**src/common/sse_pkg.sv**
```systemverilog
package sse_pkg;
	// APB register byte offsets
	localparam logic [7:0] REG_CTRL = 8'h00;
	localparam logic [7:0] REG_INSTR = 8'h04;
	localparam logic [7:0] REG_WP = 8'h08;
	localparam logic [7:0] REG_PC = 8'h0c;
	localparam logic [7:0] REG_ST = 8'h10;
	localparam logic [7:0] REG_STAT = 8'h14;
	localparam logic [7:0] REG_EXEC = 8'h18;
	// Field positions
	localparam int CTRL_START = 0;
	localparam int CTRL_BASELINE = 1;
	localparam int STAT_BUSY = 0;
	localparam int STAT_DONE = 1;
	localparam int STAT_IRQ_SEEN = 2;
	localparam int STAT_ILLEGAL = 3;
	localparam int STAT_IRQ_INHIBIT = 4;
	// Status word bit n is stored at index 15-n
	localparam int ST_LGT = 15;
	localparam int ST_AGT = 14;
	localparam int ST_EQ = 13;
	localparam int ST_CARRY = 12;
	localparam int ST_OVF = 11;
	localparam int ST_TRAP_ENTERED = 9;
	localparam int ST_CLR_HI = 8;
	localparam int ST_CLR_LO = 4;
	localparam int ST_TRAP_TARGET = 4;
	// Opcodes, instruction bits 15:6 (bits 0..9 in MSB-first numbering); OPC_XOP is bits 15:10 only
	localparam logic [9:0] OPC_SIGNED_PRODUCT_OP = 10'h007;
	localparam logic [9:0] OPC_SIGNED_QUOTIENT_OP = 10'h006;
	localparam logic [9:0] OPC_BIND = 10'h005;
	localparam logic [9:0] OPC_CONTEXT_CALL_OP = 10'h010;
	localparam logic [9:0] OPC_X = 10'h012;
	localparam logic [9:0] OPC_BYTE_SWAP_OP = 10'h01b;
	localparam logic [9:0] OPC_ABS = 10'h01d;
	localparam logic [5:0] OPC_XOP = 6'h0b;
	// Source modes
	localparam logic [1:0] MODE_REG = 2'h0;
	localparam logic [1:0] MODE_IND = 2'h1;
	localparam logic [1:0] MODE_IDX = 2'h2;
	localparam logic [1:0] MODE_INC = 2'h3;
	// Addresses and constants
	localparam logic [15:0] VEC_BASE = 16'h0040;
	localparam logic [15:0] ALT_PC_ADDR = 16'h0812;
	localparam logic [15:0] WORD_STEP = 16'h0002;
	localparam logic [3:0] WR_0 = 4'h0;
	localparam logic [3:0] WR_1 = 4'h1;
	localparam logic [3:0] WR_11 = 4'hb;
	localparam logic [3:0] WR_13 = 4'hd;
	localparam logic [3:0] WR_14 = 4'he;
	localparam logic [3:0] WR_15 = 4'hf;
	localparam logic [15:0] MIN_NEG = 16'h8000;
	localparam logic signed [32:0] Q_MAX = 33'sh0_0000_7fff;
	localparam logic signed [32:0] Q_MIN = -33'sh0_0000_8000;
	// Bus status codes
	localparam logic [1:0] BST_MEM = 2'h0;
	localparam logic [1:0] BST_WS = 2'h1;
	localparam logic [1:0] BST_SOP = 2'h2;

	typedef enum logic [16:0] {
		S_IDLE = 17'h00001,
		S_EXT = 17'h00002,
		S_RREG = 17'h00004,
		S_AINC = 17'h00008,
		S_VWP = 17'h00010,
		S_VPC = 17'h00020,
		S_OPND = 17'h00040,
		S_RD0 = 17'h00080,
		S_RD1 = 17'h00100,
		S_WR0 = 17'h00200,
		S_WR1 = 17'h00400,
		S_WRES = 17'h00800,
		S_W11 = 17'h01000,
		S_W13 = 17'h02000,
		S_W14 = 17'h04000,
		S_W15 = 17'h08000,
		S_DONE = 17'h10000
	} sse_state_type;

	typedef struct packed {
		logic req;
		logic we;
		logic alt;
		logic [1:0] bstat;
		logic [15:0] addr;
		logic [15:0] wdata;
	} sse_mem_type;
endpackage : sse_pkg

```
**src/logic/sse_exec.sv**
```systemverilog
// Functional notes
// - Mode 00 register, 01 indirect, 10 symbolic or indexed, 11 autoincrement.
// - Register zero never indexes; mode 10 with S zero is absolute.
// - Autoincrement adds two to the register after forming the address.
// - Signed product of WR0 and source to WR0 high, WR1 low, bits 0-2.
// - Signed quotient sets overflow when result exceeds 16 bits signed.
// - Otherwise quotient to WR0, remainder with dividend sign to WR1.
// - Trap flag clear vectors via memory; set, not baseline, alternate space.
// - Vector at 0040 plus four times D; new PC at vector plus two.
// - Memory trap writes SA to new WR11, old WP/PC/ST to WR13-15.
// - Memory trap sets bit 6 and clears bits 7-11 after saving.
// - Alternate trap: WP zero, PC from 0812, save old context, clear 7-11.
// - Interrupt input not sampled on trap completion.
// - Context call loads WP from SA, PC from SA+2, saves old context.
// - Interrupt input not sampled on context call completion.
// - Byte swap exchanges halves, writes back, status unchanged.
// - Magnitude compares original to zero, writes absolute value, bits 0-4.
// - Execute runs the instruction at SA; itself changes no status. The code only latches the word at SA in exec_word_q and pulses EXEC_STROBE.
// - Indirect branch loads PC from word at SA, no status change.
// - Execute target read uses operand status code, not instruction fetch.
//
// Local design decisions: the APB slave port and the address map.
module sse_exec (
	input wire logic CLK, // Core clock
	input wire logic RESETN, // Async reset, active low
	input wire logic PSEL, // APB select
	input wire logic PENABLE, // APB enable
	input wire logic PWRITE, // APB direction
	input wire logic [7:0] PADDR, // APB byte address
	input wire logic [31:0] PWDATA, // APB write data
	output logic PREADY, // APB ready
	output logic [31:0] PRDATA, // APB read data
	output logic PSLVERR, // APB error, unmapped
	output sse_pkg::sse_mem_type MEM_BUS, // Memory request
	input wire logic MEM_ACK, // Memory acknowledge
	input wire logic [15:0] MEM_RDATA, // Memory read data
	input wire logic IRQ_INPUT, // Interrupt request level
	output logic IRQ_INHIBIT, // Interrupt test suppressed
	output logic EXEC_STROBE // Execute target word ready
);
	sse_pkg::sse_state_type state_q;
	sse_pkg::sse_mem_type mem_q;
	logic [15:0] ir_q, wp_q, pc_q, st_q, owp_q, opc_q;
	logic [15:0] sa_q, ext_q, regv_q, opnd_q, r0_q, r1_q, exec_word_q;
	logic baseline_q, done_q, irq_seen_q, illegal_q, irq_inhibit_q;
	logic exec_strobe_q, pready_q, pslverr_q;
	logic [31:0] prdata_q;

	logic [9:0] opc10;
	logic [1:0] mode;
	logic [3:0] sfld, dfld;
	logic op_signed_product_op, op_signed_quotient_op, op_bind, op_context_call_op, op_x, op_byte_swap_op, op_abs, op_xop;
	logic alt_trap, mem_done, mem_state;
	logic apb_wr, apb_rd, mapped, start, no_status;
	logic signed [31:0] prod;
	logic signed [32:0] quot, rem;
	logic div_ovf;
	logic [15:0] absval, swapped, vec_addr;
	sse_pkg::sse_state_type after_addr;
	logic [15:0] acc_addr, acc_wdata;
	logic acc_we, acc_alt;
	logic [1:0] acc_bstat;

	function automatic logic [15:0] wr_addr(input logic [15:0] base,
		input logic [3:0] n);
		wr_addr = base + {11'h000, n, 1'b0};
	endfunction : wr_addr

	assign opc10 = ir_q[15:6];
	assign mode = ir_q[5:4];
	assign sfld = ir_q[3:0];
	assign dfld = ir_q[9:6];
	assign op_signed_product_op = opc10 == sse_pkg::OPC_SIGNED_PRODUCT_OP;
	assign op_signed_quotient_op = opc10 == sse_pkg::OPC_SIGNED_QUOTIENT_OP;
	assign op_bind = opc10 == sse_pkg::OPC_BIND;
	assign op_context_call_op = opc10 == sse_pkg::OPC_CONTEXT_CALL_OP;
	assign op_x = opc10 == sse_pkg::OPC_X;
	assign op_byte_swap_op = opc10 == sse_pkg::OPC_BYTE_SWAP_OP;
	assign op_abs = opc10 == sse_pkg::OPC_ABS;
	assign op_xop = ir_q[15:10] == sse_pkg::OPC_XOP;
	assign no_status = op_byte_swap_op | op_x | op_bind;
	// Alternate space only when trap flag set and not baseline
	assign alt_trap = op_xop & st_q[sse_pkg::ST_TRAP_TARGET]
		& ~baseline_q;
	assign vec_addr = sse_pkg::VEC_BASE + {10'h000, dfld, 2'b00};

	// Arithmetic
	assign prod = $signed(r0_q) * $signed(opnd_q);
	always_comb begin
		quot = 33'sh0;
		rem = 33'sh0;
		div_ovf = 1'b1;
		if (opnd_q != 16'h0000) begin
			quot = $signed({r0_q[15], r0_q, r1_q})
				/ $signed({{17{opnd_q[15]}}, opnd_q});
			rem = $signed({r0_q[15], r0_q, r1_q})
				% $signed({{17{opnd_q[15]}}, opnd_q});
			div_ovf = (quot > sse_pkg::Q_MAX)
				|| (quot < sse_pkg::Q_MIN);
		end
	end
	assign absval = opnd_q[15] ? 16'(-opnd_q) : opnd_q;
	assign swapped = {opnd_q[7:0], opnd_q[15:8]};

	// Where addressing hands over once SA is known
	always_comb begin
		if (op_xop) begin
			after_addr = alt_trap ? sse_pkg::S_VPC : sse_pkg::S_VWP;
		end else begin
			after_addr = sse_pkg::S_OPND;
		end
	end

	// Memory access descriptor per state
	always_comb begin
		acc_addr = 16'h0000;
		acc_wdata = 16'h0000;
		acc_we = 1'b0;
		acc_alt = 1'b0;
		acc_bstat = sse_pkg::BST_MEM;
		mem_state = 1'b1;
		case (state_q)
			sse_pkg::S_EXT: begin
				acc_addr = pc_q;
			end
			sse_pkg::S_RREG: begin
				acc_addr = wr_addr(wp_q, sfld);
				acc_bstat = sse_pkg::BST_WS;
			end
			sse_pkg::S_AINC: begin
				acc_addr = wr_addr(wp_q, sfld);
				acc_we = 1'b1;
				acc_wdata = regv_q + sse_pkg::WORD_STEP;
				acc_bstat = sse_pkg::BST_WS;
			end
			sse_pkg::S_VWP: begin
				acc_addr = vec_addr;
			end
			sse_pkg::S_VPC: begin
				if (op_context_call_op) begin
					acc_addr = sa_q + sse_pkg::WORD_STEP;
				end else if (alt_trap) begin
					acc_addr = sse_pkg::ALT_PC_ADDR;
					acc_alt = 1'b1;
				end else begin
					acc_addr = vec_addr + sse_pkg::WORD_STEP;
				end
			end
			sse_pkg::S_OPND: begin
				acc_addr = sa_q;
				acc_bstat = sse_pkg::BST_SOP;
			end
			sse_pkg::S_RD0: begin
				acc_addr = wr_addr(wp_q, sse_pkg::WR_0);
				acc_bstat = sse_pkg::BST_WS;
			end
			sse_pkg::S_RD1: begin
				acc_addr = wr_addr(wp_q, sse_pkg::WR_1);
				acc_bstat = sse_pkg::BST_WS;
			end
			sse_pkg::S_WR0: begin
				// Overflowed divide leaves both registers untouched
				if (op_signed_quotient_op && div_ovf) begin
					mem_state = 1'b0;
				end
				acc_addr = wr_addr(wp_q, sse_pkg::WR_0);
				acc_we = 1'b1;
				acc_wdata = op_signed_product_op ? prod[31:16] : quot[15:0];
				acc_bstat = sse_pkg::BST_WS;
			end
			sse_pkg::S_WR1: begin
				acc_addr = wr_addr(wp_q, sse_pkg::WR_1);
				acc_we = 1'b1;
				acc_wdata = op_signed_product_op ? prod[15:0] : rem[15:0];
				acc_bstat = sse_pkg::BST_WS;
			end
			sse_pkg::S_WRES: begin
				acc_addr = sa_q;
				acc_we = 1'b1;
				acc_wdata = op_byte_swap_op ? swapped : absval;
			end
			sse_pkg::S_W11: begin
				acc_addr = wr_addr(wp_q, sse_pkg::WR_11);
				acc_we = 1'b1;
				acc_wdata = sa_q;
				acc_bstat = sse_pkg::BST_WS;
			end
			sse_pkg::S_W13, sse_pkg::S_W14, sse_pkg::S_W15: begin
				acc_we = 1'b1;
				acc_alt = alt_trap;
				acc_bstat = sse_pkg::BST_WS;
				if (state_q == sse_pkg::S_W13) begin
					acc_addr = wr_addr(wp_q, sse_pkg::WR_13);
					acc_wdata = owp_q;
				end else if (state_q == sse_pkg::S_W14) begin
					acc_addr = wr_addr(wp_q, sse_pkg::WR_14);
					acc_wdata = opc_q;
				end else begin
					acc_addr = wr_addr(wp_q, sse_pkg::WR_15);
					acc_wdata = st_q;
				end
			end
			default: begin
				mem_state = 1'b0;
			end
		endcase
	end

	// Memory handshake: request held until acknowledged
	assign mem_done = mem_q.req & MEM_ACK;
	always_ff @(posedge CLK or negedge RESETN) begin
		if (!RESETN) begin
			mem_q <= '0;
		end else if (mem_done) begin
			mem_q.req <= 1'b0;
		end else if (!mem_q.req && mem_state) begin
			mem_q.req <= 1'b1;
			mem_q.we <= acc_we;
			mem_q.alt <= acc_alt;
			mem_q.bstat <= acc_bstat;
			mem_q.addr <= acc_addr;
			mem_q.wdata <= acc_wdata;
		end
	end

	// APB slave: one wait state, commit on the ready edge
	assign mapped = (PADDR <= sse_pkg::REG_EXEC) && (PADDR[1:0] == 2'b00);
	assign apb_wr = PSEL & PENABLE & PWRITE & pready_q & mapped;
	assign apb_rd = PSEL & PENABLE & ~pready_q;
	assign start = apb_wr && (PADDR == sse_pkg::REG_CTRL)
		&& PWDATA[sse_pkg::CTRL_START];
	always_ff @(posedge CLK or negedge RESETN) begin
		if (!RESETN) begin
			pready_q <= 1'b0;
			pslverr_q <= 1'b0;
			prdata_q <= 32'h0000_0000;
		end else begin
			pready_q <= apb_rd;
			pslverr_q <= apb_rd & ~mapped;
			if (apb_rd) begin
				case (PADDR)
					sse_pkg::REG_CTRL:
						prdata_q <= {30'h0, baseline_q, 1'b0};
					sse_pkg::REG_INSTR: prdata_q <= {16'h0000, ir_q};
					sse_pkg::REG_WP: prdata_q <= {16'h0000, wp_q};
					sse_pkg::REG_PC: prdata_q <= {16'h0000, pc_q};
					sse_pkg::REG_ST: prdata_q <= {16'h0000, st_q};
					sse_pkg::REG_STAT: prdata_q <= {27'h0, irq_inhibit_q,
						illegal_q, irq_seen_q, done_q,
						state_q != sse_pkg::S_IDLE};
					sse_pkg::REG_EXEC:
						prdata_q <= {16'h0000, exec_word_q};
					default: prdata_q <= 32'h0000_0000;
				endcase
			end
		end
	end

	// Sequencer and architectural state
	always_ff @(posedge CLK or negedge RESETN) begin
		if (!RESETN) begin
			state_q <= sse_pkg::S_IDLE;
			{ir_q, wp_q, pc_q, st_q, owp_q, opc_q} <= '0;
			{sa_q, ext_q, regv_q, opnd_q, r0_q, r1_q, exec_word_q} <= '0;
			{baseline_q, done_q, irq_seen_q, illegal_q} <= '0;
			irq_inhibit_q <= 1'b0;
			exec_strobe_q <= 1'b0;
		end else begin
			exec_strobe_q <= 1'b0;
			if (apb_wr && PADDR == sse_pkg::REG_STAT) begin
				if (PWDATA[sse_pkg::STAT_DONE]) done_q <= 1'b0;
				if (PWDATA[sse_pkg::STAT_IRQ_SEEN]) irq_seen_q <= 1'b0;
			end
			case (state_q)
				sse_pkg::S_IDLE: begin
					if (apb_wr) begin
						case (PADDR)
							sse_pkg::REG_CTRL: baseline_q <=
								PWDATA[sse_pkg::CTRL_BASELINE];
							sse_pkg::REG_INSTR: ir_q <= PWDATA[15:0];
							sse_pkg::REG_WP: wp_q <= PWDATA[15:0];
							sse_pkg::REG_PC: pc_q <= PWDATA[15:0];
							sse_pkg::REG_ST: st_q <= PWDATA[15:0];
							default: ;
						endcase
					end
					if (start) begin
						owp_q <= wp_q;
						opc_q <= pc_q;
						illegal_q <= 1'b0;
						if (!(op_signed_product_op | op_signed_quotient_op | op_bind | op_context_call_op | op_x
							| op_byte_swap_op | op_abs | op_xop)) begin
							illegal_q <= 1'b1;
							state_q <= sse_pkg::S_DONE;
						end else if (mode == sse_pkg::MODE_REG) begin
							sa_q <= wr_addr(wp_q, sfld);
							state_q <= after_addr;
						end else if (mode == sse_pkg::MODE_IDX) begin
							state_q <= sse_pkg::S_EXT;
						end else begin
							state_q <= sse_pkg::S_RREG;
						end
					end
				end
				sse_pkg::S_EXT: if (mem_done) begin
					ext_q <= MEM_RDATA;
					pc_q <= pc_q + sse_pkg::WORD_STEP;
					opc_q <= pc_q + sse_pkg::WORD_STEP;
					if (sfld == sse_pkg::WR_0) begin
						sa_q <= MEM_RDATA;
						state_q <= after_addr;
					end else begin
						state_q <= sse_pkg::S_RREG;
					end
				end
				sse_pkg::S_RREG: if (mem_done) begin
					regv_q <= MEM_RDATA;
					if (mode == sse_pkg::MODE_IDX) begin
						sa_q <= ext_q + MEM_RDATA;
					end else begin
						sa_q <= MEM_RDATA;
					end
					state_q <= (mode == sse_pkg::MODE_INC)
						? sse_pkg::S_AINC : after_addr;
				end
				sse_pkg::S_AINC: if (mem_done) state_q <= after_addr;
				sse_pkg::S_VWP: if (mem_done) begin
					wp_q <= MEM_RDATA;
					state_q <= sse_pkg::S_VPC;
				end
				sse_pkg::S_VPC: if (mem_done) begin
					pc_q <= MEM_RDATA;
					if (alt_trap) wp_q <= 16'h0000;
					state_q <= (op_xop && !alt_trap)
						? sse_pkg::S_W11 : sse_pkg::S_W13;
				end
				sse_pkg::S_OPND: if (mem_done) begin
					opnd_q <= MEM_RDATA;
					if (op_signed_product_op || op_signed_quotient_op) begin
						state_q <= sse_pkg::S_RD0;
					end else if (op_byte_swap_op || op_abs) begin
						state_q <= sse_pkg::S_WRES;
					end else if (op_bind) begin
						pc_q <= MEM_RDATA;
						state_q <= sse_pkg::S_DONE;
					end else if (op_context_call_op) begin
						wp_q <= MEM_RDATA;
						state_q <= sse_pkg::S_VPC;
					end else begin
						exec_word_q <= MEM_RDATA;
						exec_strobe_q <= 1'b1;
						state_q <= sse_pkg::S_DONE;
					end
				end
				sse_pkg::S_RD0: if (mem_done) begin
					r0_q <= MEM_RDATA;
					state_q <= op_signed_product_op ? sse_pkg::S_WR0 : sse_pkg::S_RD1;
				end
				sse_pkg::S_RD1: if (mem_done) begin
					r1_q <= MEM_RDATA;
					state_q <= sse_pkg::S_WR0;
				end
				sse_pkg::S_WR0: begin
					if (op_signed_quotient_op && div_ovf) begin
						state_q <= sse_pkg::S_DONE;
					end else if (mem_done) begin
						state_q <= sse_pkg::S_WR1;
					end
				end
				sse_pkg::S_W11: if (mem_done) state_q <= sse_pkg::S_W13;
				sse_pkg::S_W13: if (mem_done) state_q <= sse_pkg::S_W14;
				sse_pkg::S_W14: if (mem_done) state_q <= sse_pkg::S_W15;
				sse_pkg::S_WR1, sse_pkg::S_WRES, sse_pkg::S_W15: begin
					if (mem_done) state_q <= sse_pkg::S_DONE;
				end
				sse_pkg::S_DONE: begin
					state_q <= sse_pkg::S_IDLE;
					done_q <= 1'b1;
					irq_inhibit_q <= op_xop | op_context_call_op;
					if (!(op_xop | op_context_call_op) && IRQ_INPUT) begin
						irq_seen_q <= 1'b1;
					end
					if (illegal_q) begin
						st_q <= st_q;
					end else if (op_signed_product_op) begin
						st_q[sse_pkg::ST_LGT] <= prod != 32'sh0;
						st_q[sse_pkg::ST_AGT] <= prod > 32'sh0;
						st_q[sse_pkg::ST_EQ] <= prod == 32'sh0;
					end else if (op_signed_quotient_op && div_ovf) begin
						st_q[sse_pkg::ST_OVF] <= 1'b1;
					end else if (op_signed_quotient_op) begin
						st_q[sse_pkg::ST_LGT] <= quot != 33'sh0;
						st_q[sse_pkg::ST_AGT] <= quot > 33'sh0;
						st_q[sse_pkg::ST_EQ] <= quot == 33'sh0;
						st_q[sse_pkg::ST_OVF] <= 1'b0;
					end else if (op_abs) begin
						st_q[sse_pkg::ST_LGT] <= opnd_q != 16'h0000;
						st_q[sse_pkg::ST_AGT] <= !opnd_q[15]
							&& opnd_q != 16'h0000;
						st_q[sse_pkg::ST_EQ] <= opnd_q == 16'h0000;
						st_q[sse_pkg::ST_CARRY] <= 1'b0;
						st_q[sse_pkg::ST_OVF] <= opnd_q == sse_pkg::MIN_NEG;
					end else if (op_xop) begin
						st_q[sse_pkg::ST_CLR_HI:sse_pkg::ST_CLR_LO] <= '0;
						if (!alt_trap) begin
							st_q[sse_pkg::ST_TRAP_ENTERED] <= 1'b1;
						end
					end
				end
				default: state_q <= sse_pkg::S_IDLE;
			endcase
		end
	end

	assign MEM_BUS = mem_q;
	assign PREADY = pready_q;
	assign PRDATA = prdata_q;
	assign PSLVERR = pslverr_q;
	assign IRQ_INHIBIT = irq_inhibit_q;
	assign EXEC_STROBE = exec_strobe_q;
endmodule : sse_exec

```
**config.mk**
```make
export PLATFORM = sky130hd
export DESIGN_NAME = sse_exec
export DESIGN_NICKNAME = d
export VERILOG_FILES = /design/src/common/sse_pkg.sv /design/src/logic/sse_exec.sv
export SDC_FILE = /design/constraint.sdc
export NUM_CORES = 2
export LEC_CHECK = 0
export BUFFER_PORTS_ARGS = -buffer_cell sky130_fd_sc_hd__buf_2
export CORE_ASPECT_RATIO = 1.1
export CORE_MARGIN = 2
export CORE_UTILIZATION = 45
export CTS_BUF_LIST = sky130_fd_sc_hd__clkbuf_8
export DETAILED_ROUTE_END_ITERATION = 16
export SLEW_MARGIN = 30
export SYNTH_ARGS = -nofsm -noshare
export SYNTH_HDL_FRONTEND = slang
export SYNTH_SLANG_ARGS = --single-unit
export TNS_END_PERCENT = 10
```
**constraint.sdc**
```tcl
create_clock -name CLK -period 84.2 [get_ports CLK]
set_clock_uncertainty 0.15 [all_clocks]
set_input_delay 16.84 -clock CLK [delete_from_list [all_inputs] [get_ports CLK]]
set_output_delay 16.84 -clock CLK [all_outputs]
set_load 0.05 [all_outputs]
```
# [Yosys cells after proc, flatten, opt, wreduce, memory -nomap -nowiden]
# Index checks and enable logic that the tools add are counted.
[word_totals] ff_bits=302 out_inout_bits=73 elab_cells=335 input_bits=63
[classes] addsub=13 n_bitwise=26 n_reduce_logical=65 eq_ne=73 div_mod_pow=2 muxes=116 magnitude_cmp=5 multipliers=1
[ops] cell="two-way mux 16 bit" count=37
[ops] cell="two-way mux 17 bit" count=23
[ops] cell="one-hot mux 17 bit (14 select lines)" count=1
[ops] cell="one-hot mux 16 bit (9 select lines)" count=1
[ops] cell="one-hot mux 16 bit (4 select lines)" count=2
[ops] cell="one-hot mux 16 bit (7 select lines)" count=1
[ops] cell="one-hot mux 16 bit (6 select lines)" count=1
[ops] cell="adder 16 x 2 -> 16 bit, second input constant" count=4
[ops] cell="adder 16 x 5 -> 16 bit, second input constant" count=4
[ops] cell="one-hot mux 16 bit (2 select lines)" count=2
[ops] cell="inequality test 2 bit, second input constant" count=31
[ops] cell="one-hot mux 16 bit (3 select lines)" count=1
[ops] cell="two-way mux 6 bit" count=7
[ops] cell="equality test 10 x 5 -> 1 bit, second input constant" count=4
[ops] cell="two-way mux 37 bit" count=1
[ops] cell="divider 33 x 33 -> 33 bit" count=1
[ops] cell="> comparator 33 x 1 -> 1 bit, second input constant" count=1
[ops] cell="> comparator 33 x 16 -> 1 bit, second input constant" count=1
[ops] cell="logical NOT 33 bit" count=1
[ops] cell="less-than comparator 33 x 16 -> 1 bit, second input constant" count=1
[ops] cell="modulo 33 x 33 -> 33 bit" count=1
[ops] cell="two-way mux 33 bit" count=1
[ops] cell="nonzero test 33 bit" count=1
[ops] cell="> comparator 32 x 1 -> 1 bit, second input constant" count=1
[ops] cell="77 further kinds" count=172

# [Longest topological paths before layout]
[logic_depth] word_depth=11 ltp_mapped=387 depth_no_buf=350

# [Worst setup path after synthesis]
# Ideal clock, no wire load.
[synth_path] path_kind="flip-flop to flip-flop" start="reg opnd_q[0]" end="reg state_q[11]" required_ns=83.925 slack_ns=5.263 stages_incl_launch_ff=349 arrival_ns=78.662 n_path_buf=63 synth_period_minus_slack_ns=78.937 setup_time_ns=0.125 path_cell_list="dfrtp_1 > clkbuf_1 > inv_1 > ha_1 > clkbuf_1 > a31o_2 > xor2_1 > o211a_1 > clkbuf_1 > nand3_1 > or3_1 > nor2_1 > ha_1 > o21ai_0 > nor2b_1 > nor2b_1 > nand2_1 > nor4_1 > [... 313 more ...] > and2_1 > clkbuf_1 > inv_1 > clkbuf_1 > clkbuf_1 > ha_1 > nand4_1 > nor4_2 > a41oi_1 > xnor2_1 > or3_1 > nor4_1 > nand4_1 > a21oi_1 > o21ai_2 > nand2_1 > buf_4 > mux2_2"
[synth_via] elab_chain_cells=7 word_cells_on_any_way=11 cone_classes="1 x div; 2 x order compare; 1 x eq/ne; 3 x mux; 4 x reduce/logical"
[synth_lines] element="from (decl)" line_no="sse_exec.sv:44" source="logic [15:0] sa_q, ext_q, regv_q, opnd_q, r0_q, r1_q, exec_word_q;"
[synth_lines] element="from (signal assigned)" line_no="sse_exec.sv:264" source="{sa_q, ext_q, regv_q, opnd_q, r0_q, r1_q, exec_word_q} <= '0;"
[synth_lines] element="from (signal assigned)" line_no="sse_exec.sv:338" source="opnd_q <= MEM_RDATA;"
[synth_lines] element="divider 33 x 33 -> 33 bit" line_no="sse_exec.sv:95" source="/ $signed({{17{opnd_q[15]}}, opnd_q});"
[synth_lines] element="> comparator 33 x 16 -> 1 bit / less-than comparator 33 x 16 -> 1 bit (equally long branches)" line_no="sse_exec.sv:98, sse_exec.sv:99"
[synth_lines] element="logical OR 1 bit" line_no="sse_exec.sv:99" source="|| (quot < sse_pkg::Q_MIN);"
[synth_lines] element="two-way mux 1 bit *" line_no="sse_exec.sv:93" source="if (opnd_q != 16'h0000) begin"
[synth_lines] element="logical AND 1 bit *" line_no="sse_exec.sv:364" source="if (op_signed_quotient_op && div_ovf) begin"
[synth_lines] element="inequality test 3 bit (no source line) / two-way mux 17 bit (equally long branches)"
[synth_lines] element="AND reduction 14 bit (no source line) / one-hot mux 17 bit (14 select lines) (equally long branches)"
[synth_lines] element="to (signal assigned)" line_no="sse_exec.sv:365" source="state_q <= sse_pkg::S_DONE;"
[synth_lines] element="to (signal assigned)" line_no="sse_exec.sv:367" source="state_q <= sse_pkg::S_WR1;"
[synth_lines] element="to (signal assigned)" line_no="sse_exec.sv:370" source="sse_pkg::S_W11: if (mem_done) state_q <= sse_pkg::S_W13;"
[synth_lines] element="to (decl)" line_no="sse_exec.sv:41" source="sse_pkg::sse_state_type state_q;"
# Mark *: on every way between the ends. The rest lies on a longest branch, timed or not.
# A chain may end at the register's enable or synchronous reset.

# [Worst setup path after layout]
[layout_path] start="reg opnd_q[8]" end="reg mem_q, in the netlist MEM_BUS[14]"
[layout_via] elab_chain_cells=9 word_cells_on_any_way=21 cone_classes="1 x add/sub; 1 x mul; 2 x div; 2 x order compare; 10 x mux; 5 x reduce/logical"
[layout_lines] element="divider 33 x 33 -> 33 bit" line_no="sse_exec.sv:95"
[layout_lines] element="> comparator 33 x 16 -> 1 bit / less-than comparator 33 x 16 -> 1 bit (equally long branches)" line_no="sse_exec.sv:98, sse_exec.sv:99"
[layout_lines] element="logical OR 1 bit" line_no="sse_exec.sv:99"
[layout_lines] element="two-way mux 1 bit" line_no="sse_exec.sv:93"
[layout_lines] element="logical AND 1 bit" line_no="sse_exec.sv:163" source="if (op_signed_quotient_op && div_ovf) begin"
[layout_lines] element="two-way mux 1 bit" line_no="sse_exec.sv:163"
[layout_lines] element="one-hot mux 1 bit (2 select lines)" line_no="sse_exec.sv:122" source="case (state_q)"
[layout_lines] element="logical AND 1 bit" line_no="sse_exec.sv:216" source="end else if (!mem_q.req && mem_state) begin"
[layout_lines] element="AND reduction 2 bit (no source line)"
[layout_lines] element="to (decl)" line_no="sse_exec.sv:42" source="sse_pkg::sse_mem_type mem_q;"
# Parallel ways exist; a longest one is shown, timed or not.

==> flow_metrics.tcl <==
set metrics [dict create \
    hp-class "reg2reg" \
    initial_core_util 0.452 \
    syn_to_final_growth_pct 20.8 \
    placed_area_sq_um 71500 \
    layout-drive-gt1-share 0.187 \
    die_x_um 353 \
    final_cell_area_sq_um 73000 \
    endpoint_kind "flop" \
    hpwl_um 191000 \
    critPathMaxStageDelay_ps 710 \
    synth_cell_types 108 \
    criticalPathCategory "reg2reg" \
    drt-wirelength-per-cell_um 22.1 \
    status "finished clean" \
    worstPathRequired_ps 84620 \
    seqCellArea_sq_um 7160 \
    ctsHtreeMaxLevel 2 \
    finalMaxSlewViolations 0 \
    avgSynthCellArea_sq_um 7.49 \
    worst_slew_pin_slew_ps 1060 \
    final_core_util 0.546 \
    core_sq_um 134000 \
    finalCriticalPeriod_ps 79290 \
    fillers 12964 \
    cap_violations 0 \
    cp_slowest_cell "nor4_2" \
    portBuffers 103 \
    nNetsFinal 10196 \
    first_pass_iters 6 \
    grt_overflow_total 0 \
    setup_violations 0 \
    crit_top_cell "ha_1" \
    period_share 0.942 \
    clock_path_buffers 3 \
    worstSetupStartpointType "flop" \
    grt_pass1_vias 64657 \
    crit_buf_inv 42 \
    drtIter0Drc 5690 \
    clk_pin_slew_ps 80 \
    totalNegativeSetupSlack_ps 0 \
    path_delay_family "compound AO/OA/AOI/OAI gates" \
    antenna_found_initial 15 \
    synth_cells 8069 \
    relSlewSlack 0.291 \
    finalWeightedCongestion 1.01 \
    row_count 141 \
    die_h_um 388 \
    synth_area_sq_um 60500 \
    num_io_pins 136 \
    async_flop_share 1.00 \
    root_buffer "clkbuf_8" \
    path_max_fanout 28 \
    vias 65956 \
    dieArea_sq_um 137000 \
    grt_first_pass_wirelength_um 374000 \
    whs_ps 325 \
    multiInputGateArea_sq_um 51300 \
    holdCritStartpoint "PRDATA[11]$_DFFE_PN0P_" \
    grt_max_degree 87 \
    drc_errors 0 \
    grt_use_total 0.346 \
    worst_skew_pair.late_latency_ps 680 \
    ys.flop_type "dfrtp_1" \
    ys_warn_count 0 \
    yosysSeqAreaShare 0.118 \
    hold_viol 0 \
    cts_tree "built" \
    numCtsBuffers 50 \
    worst_ep_arrival_time_ps 79710 \
    startpoint "opnd_q[8]$_DFFE_PN0P_" \
    wirelength_um 244000 \
    clock.fmax_mhz 12.6 \
    ys_seq_elements 286 \
    avgViaCountPerCell 5.99 \
    synth_edf_count 0 \
    clkSinkCount 286 \
    postRouteAntennaNets 0 \
    r2r_start "opnd_q[8]$_DFFE_PN0P_" \
]
==> worst register-to-register path: cells and delay by family (launching register included) <==
family / cells / cell delay (ps)
adder cells (fa/ha/maj): 33 / 9840
multiplexers: 7 / 2700
flip-flops: 1 / 390
XOR/XNOR: 3 / 400
buffers and inverters: 42 / 7460
AND/OR/NAND/NOR: 81 / 17110
AO/OA/AOI/OAI: 168 / 41180
==> cell type report <==
type,count,area share
Inverter,476,0.0245
Tap cell,1787,0.0306
Clock buffer,60,0.0113
Timing Repair Buffer,1270,0.129
Sequential cell,286,0.0980
Clock inverter,29,0.00372
Antenna cell,8,0.000274
Multi-Input combinational cell,7102,0.703
==> per-layer routing <==
metal  routed length (um)  GRT usage  vias to the layer above  share of wire
li1                     -          -                    31163              -
met1               102000      0.444                    31563           0.42
met2               110000      0.564                     2553           0.45
met3                18300     0.0539                      669          0.075
met4                13800      0.172                        8          0.057
met5                   50          0                        -        0.00021
==> state kept, by name, summed over array words and instances, names as in the netlist, 16 cells and up <==
register	count
opc_q	16
MEM_BUS	37
r0_q	16
st_q	16
r1_q	16
exec_word_q	16
owp_q	16
PRDATA	16
pc_q	16
state_q	17
regv_q	16
ir_q	16
ext_q	16
wp_q	16
sa_q	16
opnd_q	16
==> worst paths after layout <==
kind                                                end  slack [ps]  depth (start not counted)
worst max register to register  MEM_BUS[14]$_DFFE_PN0P_        4910                        334
worst min register to register   PRDATA[11]$_DFFE_PN0P_         330                          2
min in group asynchronous       MEM_BUS[12]$_DFFE_PN0P_       15990                          1
max in group asynchronous        opnd_q[10]$_DFFE_PN0P_       66460                          2
worst max-delay path            MEM_BUS[14]$_DFFE_PN0P_        4910                        334
worst min-delay path             PRDATA[11]$_DFFE_PN0P_         330                          2
==> stage by stage <==
step | cells | worst slack [ps]
final | 11018 | 4910
after global routing | 11012 | -35.4
after detailed placement | 10906 | -732
after CTS | 10999 | 67.0
after global placement | 10905 | 48.2
after floorplan | 8237 | 5260
==> cell usage in the layout (no fill, tap or decap), types with 166 or more instances in the layout <==
cell	count
o21ai_0	490
a21oi_1	564
nor2_1	664
dfrtp_1	283
inv_1	482
fa_1	266
a21o_1	216
nor3_1	173
mux2_2	166
xor2_1	198
xnor2_1	360
ha_1	680
conb_1	170
buf_4	1154
nand3_1	190
nand2_1	1034
==> logic make-up after synthesis <==
group,count (synthesis),synth area share
AOI/OAI and AO/OA,2304,0.250
DFF,286,0.118
buffers and inverters,851,0.0541
other,2,0.000124
adders and majority gates,947,0.229
xor gates and xnor gates,568,0.0824
muxes,220,0.0401
and+or+nand+nor,2891,0.225
==> Yosys cell counts, drive strengths merged (163+ instances only) <==
cell,count,area (sq um)
clkbuf,310,1160
a21oi,572,2870
xnor2,362,3170
inv,475,1780
nor3,182,921
o21ai,509,2550
and2,163,1020
fa,266,5330
nand3,195,976
a21o,218,1640
dfrtp,285,7130
xor2,206,1810
nor2,673,2530
ha,681,8520
nand2,1034,3880
mux2,167,1880
==> repair_timing <==
| action | 4_1_cts | 5_1_grt |
|---|---|---|
| setup endpoints to repair | 58 | 58 |
| setup buffers | 3 | 10 |
| pin swaps | 2 | 5 |
| cloned | 1 | 1 |
| resized for setup | 5 | 60 |
| hold buffers | 0 | 0 |
Power is not shown: default switching activity piles up to over one toggle a cycle in this logic, so the estimate is an artifact.
